$ cat src/shared/adc_regs_defines.svh
`ifndef ADC_REGS_DEFINES_SVH
`define ADC_REGS_DEFINES_SVH

// serial frame geometry
`define ADC_FRAME_BITS      16
`define ADC_PAYLOAD_BITS    14
`define ADC_RESULT_BITS     12
`define ADC_RESULT_PAD      4'h0
`define ADC_PAYLOAD_PAD     2'h0
`define ADC_LAST_BIT_INDEX  5'h0F
`define ADC_FULL_COUNT      5'h10

// write address codes
`define ADC_WADDR_NONE      2'h0
`define ADC_WADDR_TEST      2'h1
`define ADC_WADDR_CAL       2'h2
`define ADC_WADDR_CONTROL   2'h3

// read select codes
`define ADC_RSEL_RESULT     2'h0
`define ADC_RSEL_TEST       2'h1
`define ADC_RSEL_CAL        2'h2
`define ADC_RSEL_STATUS     2'h3

// control field positions
`define ADC_CTL_RSEL_LO_POS 6
`define ADC_CTL_RSEL_HI_POS 7

// reset values
`define ADC_CONTROL_RESET   14'h0000
`define ADC_TEST_RESET      14'h0000
`define ADC_CAL_RESET       14'h0000
`define ADC_WORD_RESET      16'h0000

`endif

$ cat src/shared/adc_regs_pkg.sv
package adc_regs_pkg;

  typedef struct packed {
    logic [3:0] reserved;
    logic       power_mgmt_hi;
    logic       power_mgmt_lo;
    logic       read_select_hi;
    logic       read_select_lo;
    logic       iface_mode_bit;
    logic       conversion_start_bit;
    logic       calibration_mode_bit;
    logic       calibration_select_hi;
    logic       calibration_select_lo;
    logic       calibration_start_bit;
  } control_word_s;

  typedef struct packed {
    logic        write_addr_hi;
    logic        write_addr_lo;
    logic [13:0] payload;
  } write_frame_s;

  typedef enum logic [1:0] {
    FRAME_IDLE,
    FRAME_SHIFT,
    FRAME_HOLD
  } frame_state_e;

endpackage

$ cat src/logic/serial_frame_shifter.sv
`timescale 1ns/1ps
`default_nettype none
`include "adc_regs_defines.svh"

module serial_frame_shifter (
  input  wire logic                     sys_clk,
  input  wire logic                     rst,
  input  wire logic                     sclk,
  input  wire logic                     sync_n,
  input  wire logic                     din,
  input  wire logic [15:0]              load_word,
  output logic                          frame_active,
  output logic                          word_done,
  output adc_regs_pkg::write_frame_s    rx_frame,
  output logic                          tx_bit
);

  // ****************************************
  // pin synchronisers
  // ****************************************
  logic [2:0] pin_meta;
  logic [2:0] pin_sync;
  logic [2:0] pin_prev;

  always_ff @(posedge sys_clk or posedge rst) begin
    if (rst) begin
      pin_meta <= 3'h4;
      pin_sync <= 3'h4;
      pin_prev <= 3'h4;
    end else begin
      pin_meta <= {sync_n, sclk, din};
      pin_sync <= pin_meta;
      pin_prev <= pin_sync;
    end
  end

  logic sclk_rise;
  logic sclk_fall;
  logic sync_fall;
  logic sync_rise;

  assign sclk_rise = pin_sync[1] & ~pin_prev[1];
  assign sclk_fall = ~pin_sync[1] & pin_prev[1];
  assign sync_fall = ~pin_sync[2] & pin_prev[2];
  assign sync_rise = pin_sync[2] & ~pin_prev[2];

  // ****************************************
  // frame sequencing
  // ****************************************
  adc_regs_pkg::frame_state_e state;
  logic [4:0]                 bit_count;
  logic [15:0]                rx_shift;
  logic [15:0]                tx_shift;

  always_ff @(posedge sys_clk or posedge rst) begin
    if (rst) begin
      state <= adc_regs_pkg::FRAME_IDLE;
    end else begin
      unique case (state)
        adc_regs_pkg::FRAME_IDLE: begin
          if (sync_fall) begin
            state <= adc_regs_pkg::FRAME_SHIFT;
          end
        end
        adc_regs_pkg::FRAME_SHIFT: begin
          if (sync_rise) begin
            state <= adc_regs_pkg::FRAME_IDLE;
          end else if (sclk_rise && bit_count == `ADC_LAST_BIT_INDEX) begin
            state <= adc_regs_pkg::FRAME_HOLD;
          end
        end
        adc_regs_pkg::FRAME_HOLD: begin
          if (sync_rise) begin
            state <= adc_regs_pkg::FRAME_IDLE;
          end
        end
      endcase
    end
  end

  // msb first in both directions
  always_ff @(posedge sys_clk or posedge rst) begin
    if (rst) begin
      bit_count <= 5'h00;
      rx_shift  <= `ADC_WORD_RESET;
    end else if (sync_fall) begin
      bit_count <= 5'h00;
    end else if (state == adc_regs_pkg::FRAME_SHIFT && sclk_rise) begin
      bit_count <= bit_count + 5'h01;
      rx_shift  <= {rx_shift[14:0], pin_sync[0]};
    end
  end

  always_ff @(posedge sys_clk or posedge rst) begin
    if (rst) begin
      tx_shift <= `ADC_WORD_RESET;
    end else if (sync_fall) begin
      tx_shift <= load_word;
    end else if (state != adc_regs_pkg::FRAME_IDLE && sclk_fall) begin
      tx_shift <= {tx_shift[14:0], 1'b0};
    end
  end

  // only a full word is ever handed over
  always_ff @(posedge sys_clk or posedge rst) begin
    if (rst) begin
      word_done <= 1'b0;
      rx_frame  <= `ADC_WORD_RESET;
    end else begin
      word_done <= 1'b0;
      if (state == adc_regs_pkg::FRAME_SHIFT && sclk_rise && !sync_rise
          && bit_count == `ADC_LAST_BIT_INDEX) begin
        word_done <= 1'b1;
        rx_frame  <= {rx_shift[14:0], pin_sync[0]};
      end
    end
  end

  assign frame_active = (state != adc_regs_pkg::FRAME_IDLE);
  assign tx_bit       = tx_shift[15];

endmodule
`default_nettype wire

$ cat src/logic/adc_register_addressing.sv
`timescale 1ns/1ps
`default_nettype none
`include "adc_regs_defines.svh"

module adc_register_addressing #(
  parameter int CAL_DEPTH = 4
) (
  input  wire logic                        sys_clk,
  input  wire logic                        rst,
  input  wire logic                        sclk,
  input  wire logic                        sync_n,
  input  wire logic                        din,
  input  wire logic [11:0]                 conv_result,
  input  wire logic [15:0]                 status_word,
  input  wire logic                        conv_done,
  input  wire logic                        cal_done,
  output logic                             dout,
  output logic                             din_out,
  output logic                             din_oe_n,
  output adc_regs_pkg::control_word_s      control_word
);

  // ****************************************
  // serial frame engine
  // ****************************************
  logic                       frame_active;
  logic                       word_done;
  adc_regs_pkg::write_frame_s rx_frame;
  logic                       tx_bit;
  logic [15:0]                load_word;

  serial_frame_shifter u_shifter (
    .sys_clk      (sys_clk),
    .rst          (rst),
    .sclk         (sclk),
    .sync_n       (sync_n),
    .din          (din),
    .load_word    (load_word),
    .frame_active (frame_active),
    .word_done    (word_done),
    .rx_frame     (rx_frame),
    .tx_bit       (tx_bit)
  );

  // ****************************************
  // write decode
  // ****************************************
  logic [1:0] write_addr;
  logic       test_write;
  logic       cal_write;
  logic       ctrl_write;

  assign write_addr = {rx_frame.write_addr_hi, rx_frame.write_addr_lo};
  // a held-low input gives code 00 and is dropped
  assign test_write = word_done && write_addr == `ADC_WADDR_TEST;
  assign cal_write  = word_done && write_addr == `ADC_WADDR_CAL;
  assign ctrl_write = word_done && write_addr == `ADC_WADDR_CONTROL;

  // ****************************************
  // registers
  // ****************************************
  logic [13:0] test_reg;
  logic [13:0] cal_regs [CAL_DEPTH];
  logic [1:0]  cal_index;
  logic [1:0]  read_select;

  assign cal_index   = {control_word.calibration_select_hi, control_word.calibration_select_lo};
  assign read_select = {control_word.read_select_hi, control_word.read_select_lo};

  always_ff @(posedge sys_clk or posedge rst) begin
    if (rst) begin
      test_reg <= `ADC_TEST_RESET;
    end else if (test_write) begin
      test_reg <= rx_frame.payload;
    end
  end

  genvar gi;
  generate
    for (gi = 0; gi < CAL_DEPTH; gi++) begin : g_cal
      always_ff @(posedge sys_clk or posedge rst) begin
        if (rst) begin
          cal_regs[gi] <= `ADC_CAL_RESET;
        end else if (cal_write && cal_index == 2'(gi)) begin
          cal_regs[gi] <= rx_frame.payload;
        end
      end
    end
  endgenerate

  // set by write wins over hardware clears
  always_ff @(posedge sys_clk or posedge rst) begin
    if (rst) begin
      control_word <= `ADC_CONTROL_RESET;
    end else if (ctrl_write) begin
      control_word <= rx_frame.payload;
    end else begin
      if (conv_done) begin
        control_word.conversion_start_bit <= 1'b0;
      end
      if (cal_done) begin
        control_word.calibration_start_bit <= 1'b0;
      end
      if (word_done) begin
        control_word.iface_mode_bit <= 1'b0;
      end
    end
  end

  // ****************************************
  // read path
  // ****************************************
  always_comb begin
    unique case (read_select)
      `ADC_RSEL_RESULT: load_word = {`ADC_RESULT_PAD, conv_result};
      `ADC_RSEL_TEST:   load_word = {`ADC_PAYLOAD_PAD, test_reg};
      `ADC_RSEL_CAL:    load_word = {`ADC_PAYLOAD_PAD, cal_regs[cal_index]};
      `ADC_RSEL_STATUS: load_word = status_word;
    endcase
  end

  // dual-use data pin only drives in interface mode 1
  always_ff @(posedge sys_clk or posedge rst) begin
    if (rst) begin
      dout     <= 1'b0;
      din_out  <= 1'b0;
      din_oe_n <= 1'b1;
    end else begin
      dout     <= tx_bit;
      din_out  <= tx_bit;
      din_oe_n <= ~(frame_active && control_word.iface_mode_bit);
    end
  end
endmodule
`default_nettype wire

$ cat config.mk
export PLATFORM = sky130hd
export DESIGN_NAME = adc_register_addressing
export DESIGN_NICKNAME = d
export VERILOG_FILES = /design/src/shared/adc_regs_pkg.sv /design/src/logic/serial_frame_shifter.sv /design/src/logic/adc_register_addressing.sv
export VERILOG_INCLUDE_DIRS = /design/src /design/src/shared
export SDC_FILE = /design/constraint.sdc
export NUM_CORES = 1
export LEC_CHECK = 0
export BUFFER_PORTS_ARGS = -buffer_cell sky130_fd_sc_hd__buf_4
export CAP_MARGIN = 20
export CORE_MARGIN = 5
export CORE_UTILIZATION = 40
export DETAILED_ROUTE_END_ITERATION = 7
export HOLD_SLACK_MARGIN = 0.12
export PLACE_DENSITY = 0.55
export RECOVER_POWER = 50
export SETUP_SLACK_MARGIN = 0.05
export SLEW_MARGIN = 20
export SYNTH_ARGS = -nofsm -noshare
export SYNTH_HDL_FRONTEND = slang
export SYNTH_SLANG_ARGS = --single-unit
$ cat constraint.sdc
create_clock -name sys_clk -period 5.2 [get_ports sys_clk]
set_input_delay 0.26 -clock sys_clk [delete_from_list [all_inputs] [get_ports sys_clk]]
set_output_delay 0.26 -clock sys_clk [all_outputs]
set_load 0.05 [all_outputs]
# [Yosys cells after proc, flatten, opt, wreduce, memory -nomap -nowiden]
# Cells that the tools add are included.
[word_totals] register_bits=150 rom_bits=0 ram_bits=0 input_bits=35 memories=0 word_cells=101 latch_bits=0 output_inout_bits=17
[op_classes] bitwise=11 n_mul=0 muxes=19 magnitude_cmp=1 shifts=0 addsub=1 div=0 n_reduce_logical=25 eq_ne=15
[ops] op="$pmux W16 S4" count=1
[ops] op="$mux W16" count=2
[ops] op="$bmux W14 S2" count=1
[ops] op="$mux W14" count=2
[ops] op="$eq A2 B2 Y1 const B" count=7
[ops] op="$logic_and A1 B1 Y1" count=13
[ops] op="$reduce_bool A2 Y1" count=6
[ops] op="$mux W2" count=5
[ops] op="$mux W5" count=2
[ops] op="$eq A2 B1 Y1 const B" count=4
[ops] op="$logic_not A2 Y1" count=3
[ops] op="$not A1 Y1" count=6
[ops] op="$pmux W2 S3" count=1
[ops] op="$add A5 B1 Y5 const B" count=1
[ops] op="$eq A5 B4 Y1 const B" count=1
[ops] op="$mux W1" count=5
[ops] op="$and A1 B1 Y1" count=4
[ops] op="$ne A2 B1 Y1 const B" count=2
[ops] op="$ge A3 B3 Y1 const B" count=1
[ops] op="$ne A3 B1 Y1 const B" count=1
[ops] op="$not A2 Y3" count=1
[ops] op="$reduce_and A3 Y1" count=1
[ops] op="$reduce_and A2 Y1" count=1
[ops] op="$logic_not A1 Y1" count=1

# [Longest topological paths before layout]
[depth] depth_word=6 ltp_mapped=8 depth_no_buf=7

# [Cells and area by module]
# From an unflattened synthesis, not the netlist that was laid out.
[unflattened] cells_unflattened=456 hier_area_um2=6453.7
[by_module_without_submodules] module="adc_register_addressing" area_per_inst_um2=3870.0 instances=1 seq_area_each_um2=2153.3 cells_per_inst=267
[by_module_without_submodules] module="serial_frame_shifter" area_per_inst_um2=2583.7 instances=1 seq_area_each_um2=1580.3 cells_per_inst=189

# [Least setup slack after synthesis]
# Ideal clock, no wire load.
[synth_path] path_type="reg-to-reg" start="register control_word[1] (netlist name)" end="register u_shifter.tx_shift[1]" n_path_buf=1 setup_slack_ns=3.146 setup_time_ns=0.132 t_required_ns=5.068 arrival_time_ns=1.923 period_less_slack_ns=2.054 path_stages_with_launch=6 cell_sequence="dfrtp_1 -> buf_6 -> mux4_2 -> mux4_2 -> nand2_1 -> o21ai_1"
[synth_between] elab_chain_len=6
[synth_lines] element="start, declared" line="adc_register_addressing.sv:20" text="output adc_regs_pkg::control_word_s control_word"
[synth_lines] element="start signal, assigned" line="adc_register_addressing.sv:94" text="control_word <= `ADC_CONTROL_RESET;"
[synth_lines] element="start signal, assigned" line="adc_register_addressing.sv:96" text="control_word <= rx_frame.payload;"
[synth_lines] element="$not A2 Y3 (implied by the code)" line="adc_register_addressing.sv:117" text="`ADC_RSEL_CAL: load_word = {`ADC_PAYLOAD_PAD, cal_regs[cal_index]};"
[synth_lines] element="$bmux W14 S2" line="adc_register_addressing.sv:117"
[synth_lines] element="$mux W14 (implied by the code) (2 in series)" line="adc_register_addressing.sv:117"
[synth_lines] element="$pmux W16 S4" line="adc_register_addressing.sv:114" text="unique case (read_select)"
[synth_lines] element="$mux W16" line="serial_frame_shifter.sv:97" text="end else if (sync_fall) begin"
[synth_lines] element="end signal, assigned" line="serial_frame_shifter.sv:96" text="tx_shift <= `ADC_WORD_RESET;"
[synth_lines] element="end signal, assigned" line="serial_frame_shifter.sv:98" text="tx_shift <= load_word;"
[synth_lines] element="end signal, assigned" line="serial_frame_shifter.sv:100" text="tx_shift <= {tx_shift[14:0], 1'b0};"
[synth_lines] element="end, declared" line="serial_frame_shifter.sv:53" text="logic [15:0] tx_shift;"
# Every way passes these cells. The select of a mux whose other input is x is not followed.
# A chain may end at the register's enable or synchronous reset.

# [Worst setup path after layout]
[layout_path] start="register control_word[1] (netlist name)" end="register cal_regs[13] (netlist name)"
[layout_between] elab_chain_len=2
[layout_lines] element="$eq A2 B2 Y1" line="adc_register_addressing.sv:84" text="end else if (cal_write && cal_index == 2'(gi)) begin"
[layout_lines] element="$logic_and A1 B1 Y1" line="adc_register_addressing.sv:84"
[layout_lines] element="end signal, assigned by index" line="adc_register_addressing.sv:83" text="cal_regs[gi] <= `ADC_CAL_RESET;"
[layout_lines] element="end signal, assigned by index" line="adc_register_addressing.sv:85" text="cal_regs[gi] <= rx_frame.payload;"
[layout_lines] element="end, declared" line="adc_register_addressing.sv:63" text="logic [13:0] cal_regs [CAL_DEPTH];"
# Every way passes these cells.

==> results.ini <==
[run_status]
status = finished, violations left
violations = max-capacitance violations, max-slew violations

[setup_path]
crit_family = buffers and inverters
cp-start-kind = register
slowest_stage = clkbuf_1
end_kind = register
path_max_fanout = 21
cpPeakStageDelay_ns = 1.00
cp_num_buf_inv = 1
path_cells = clkbuf_1 -> nand4_2 -> mux2_2
crit_type = reg2reg
crit_required_ns = 5.49
crit_arrival_ns = 3.10

[drt]
dr.pass1.iters = 4
via_per_inst = 5.17
drt_iter0_drc = 171
wl_um = 13700
vias = 3926
ant_nets = 0
drc = 0
post_drt_wl_per_cell_um = 18.0

[finish]
layout_common_cells = dfrtp_1 (145), mux2_2 (114), buf_4 (38), nand2_1 (23)
top_regs = cal_regs (56), u_shifter.rx_frame (16), u_shifter.tx_shift (16)
n_antenna_cell = 0
largest_reg_flops = 56
area_growth_syn_to_layout_pct = 18.3
largest_register = cal_regs
nets = 570
drive_gt1_share_pct = 38.5
mostFrequentLayoutCell = dfrtp_1

[die]
fp.coreArea_sq_mm = 0.0159
rows = 46
start_util_pct = 40.8
die_y_um = 138
die_w_um = 138
die_area_sq_mm = 0.0189
boundaryPins = 52

[global_route]
grt_pass1_wl_um = 22700
grt_max_degree = 113
antenna_found_initial = 0
grt_pass1_vias = 4135
grtUsageTotal_pct = 15.8
grt_overflow = 0

[sta]
max_freq_mhz = 356
hold-worst-slack_ns = 0.137
slew_headroom_pct = -60.3
setup_viol = 0
layout_min_cycle_time_ns = 2.81
drv_slew = 113
skew_ns = 0.00561
grt_setup_unrepaired = no
fin_crit_sh_pct = 54.0
fin_tns_setup_ns = 0
hold_violations = 0
worst_pin_slew_ns = 2.40

[logic_synthesis]
syn_area_sq_mm = 0.00651
yosysWarnings = 0
synth_seq_cells = 149
avgSynthCellArea_sq_um = 13.8
synthArstFlopShare_pct = 100
synth_edf_count = 0
synth_nets = 512
syn_inst = 472
yosysUniqueCellTypes = 44
synth_ff_type = dfrtp_1
seq_area_frac_synth_pct = 57.3

[clocking]
cts_buffers = 17
clockBufferDepth = 2
htree_levels = 4
cts_tree = done
clock-sinks = 149
cts_root_buf = clkbuf_16
clock_latency_ns = 0.41
path_clk_slew_ns = 0.06
cts_resized = 0
post_cts_buffers = 0

[power]
peakVddDrop_mv = 0.227
p_per_area_mw_per_mm2 = 373
p_leak_nw = 3.62

[min_path]
hold_class = in2reg

[flow_run]
drv_cap = 1

[place]
port_buffers = 51
place_congestion = 0.755
dp_hpwl_um = 9350

## where the power goes
group	total (mW)	switching (mW)	internal [mW]
sequential	1.30	0.0547	1.24
clock	1.24	0.476	0.763
combinational	0.336	0.175	0.161
## metrics by stage
stage,power [mW],area [sq um],instances,setup WS (ns),util (%)
after floorplan,1.57,6510,472,0.939,-
after global placement,1.64,7100,720,2.96,44.5
after detailed placement,1.66,7100,720,2.88,44.5
after CTS,2.91,7760,758,2.86,48.7
after global routing,3.01,7700,759,2.07,48.3
final,2.87,7700,759,2.39,48.3
## logic make-up (layout without fill, tap and decap cells)
group / after synthesis / count (layout) / synth area share [%]
flops: 149 / 149 / 57.3
mux: 141 / 141 / 26.4
fa+ha+maj: 5 / 5 / 0.961
simple gates: 77 / 77 / 6.30
xor+xnor: 3 / 3 / 0.404
compound gates: 60 / 60 / 5.96
buf+inv: 37 / 108 / 2.63
## final timing paths
path,from,endpoint,slack (ns),depth (start not counted)
max in group asynchronous,rst,cal_regs[3],2.59,4
min reg2reg,u_shifter.pin_meta[0],u_shifter.pin_sync[0],0.35,0
max,control_word[1],cal_regs[13],2.39,3
max reg2reg,control_word[1],cal_regs[13],2.39,3
min,conv_done,control_word[4],0.14,3
min in group asynchronous,rst,u_shifter.tx_shift[1],1.15,3
## area by class of cell
cell class | count | area [sq um]
inverters | 11 | 45.0
well taps | 216 | 270
fillers | 1424 | 8240
multi-input cells | 286 | 2610
clock buffers | 18 | 439
clock inverters | 14 | 160
flip-flops and latches | 149 | 3730
repair buffers | 65 | 442
## timing repair
item	in CTS	in global routing
setup endpoints to repair	0	0
hold endpoints to repair	6	107
hold buffers	6	1
## cells in the mapped netlist (2+ instances only)
cell type    n  area, sq um
dfrtp_1    145         3630
mux2_2     114         1280
nand2_1     23         86.3
nor2_1      15         56.3
o21ai_0     15         75.1
buf_2       14         70.1
mux2i_1     14          140
a21oi_1     12         60.1
mux4_2      12          270
nor2b_1     12         75.1
inv_1       11         41.3
clkbuf_1     8         30.0
o22ai_1      8         50.1
a211oi_1     7         52.6
nor3_1       7         35.0
a2bb2oi_1    5         43.8
ha_1         5         62.6
a222oi_1     4         40.0
dfstp_2      4          105
nand3b_1     4         30.0
a22oi_1      3         22.5
nand4_1      3         18.8
a22o_1       2         17.5
buf_4        2         15.0
nand2b_1     2         12.5
or2_2        2         12.5
xor2_1       2         17.5
## routing by layer
metal / wire length [um] / global-route usage [%] / up-vias
met4: 153 / 5.32 / 0
met2: 6310 / 23.5 / 55
met3: 451 / 3.51 / 11
met1: 6760 / 22.8 / 2018
li1: - / - / 1842
met5: 0 / 0 / -
## worst min-delay path, delay by kind of cell
kind                   cells  cell delay, ns
AND/OR/NAND/NOR            1            0.09
buffers and inverters      1            0.08
AO/OA/AOI/OAI              1            0.07
No activity file was read; power rests on OpenSTA's default activity.
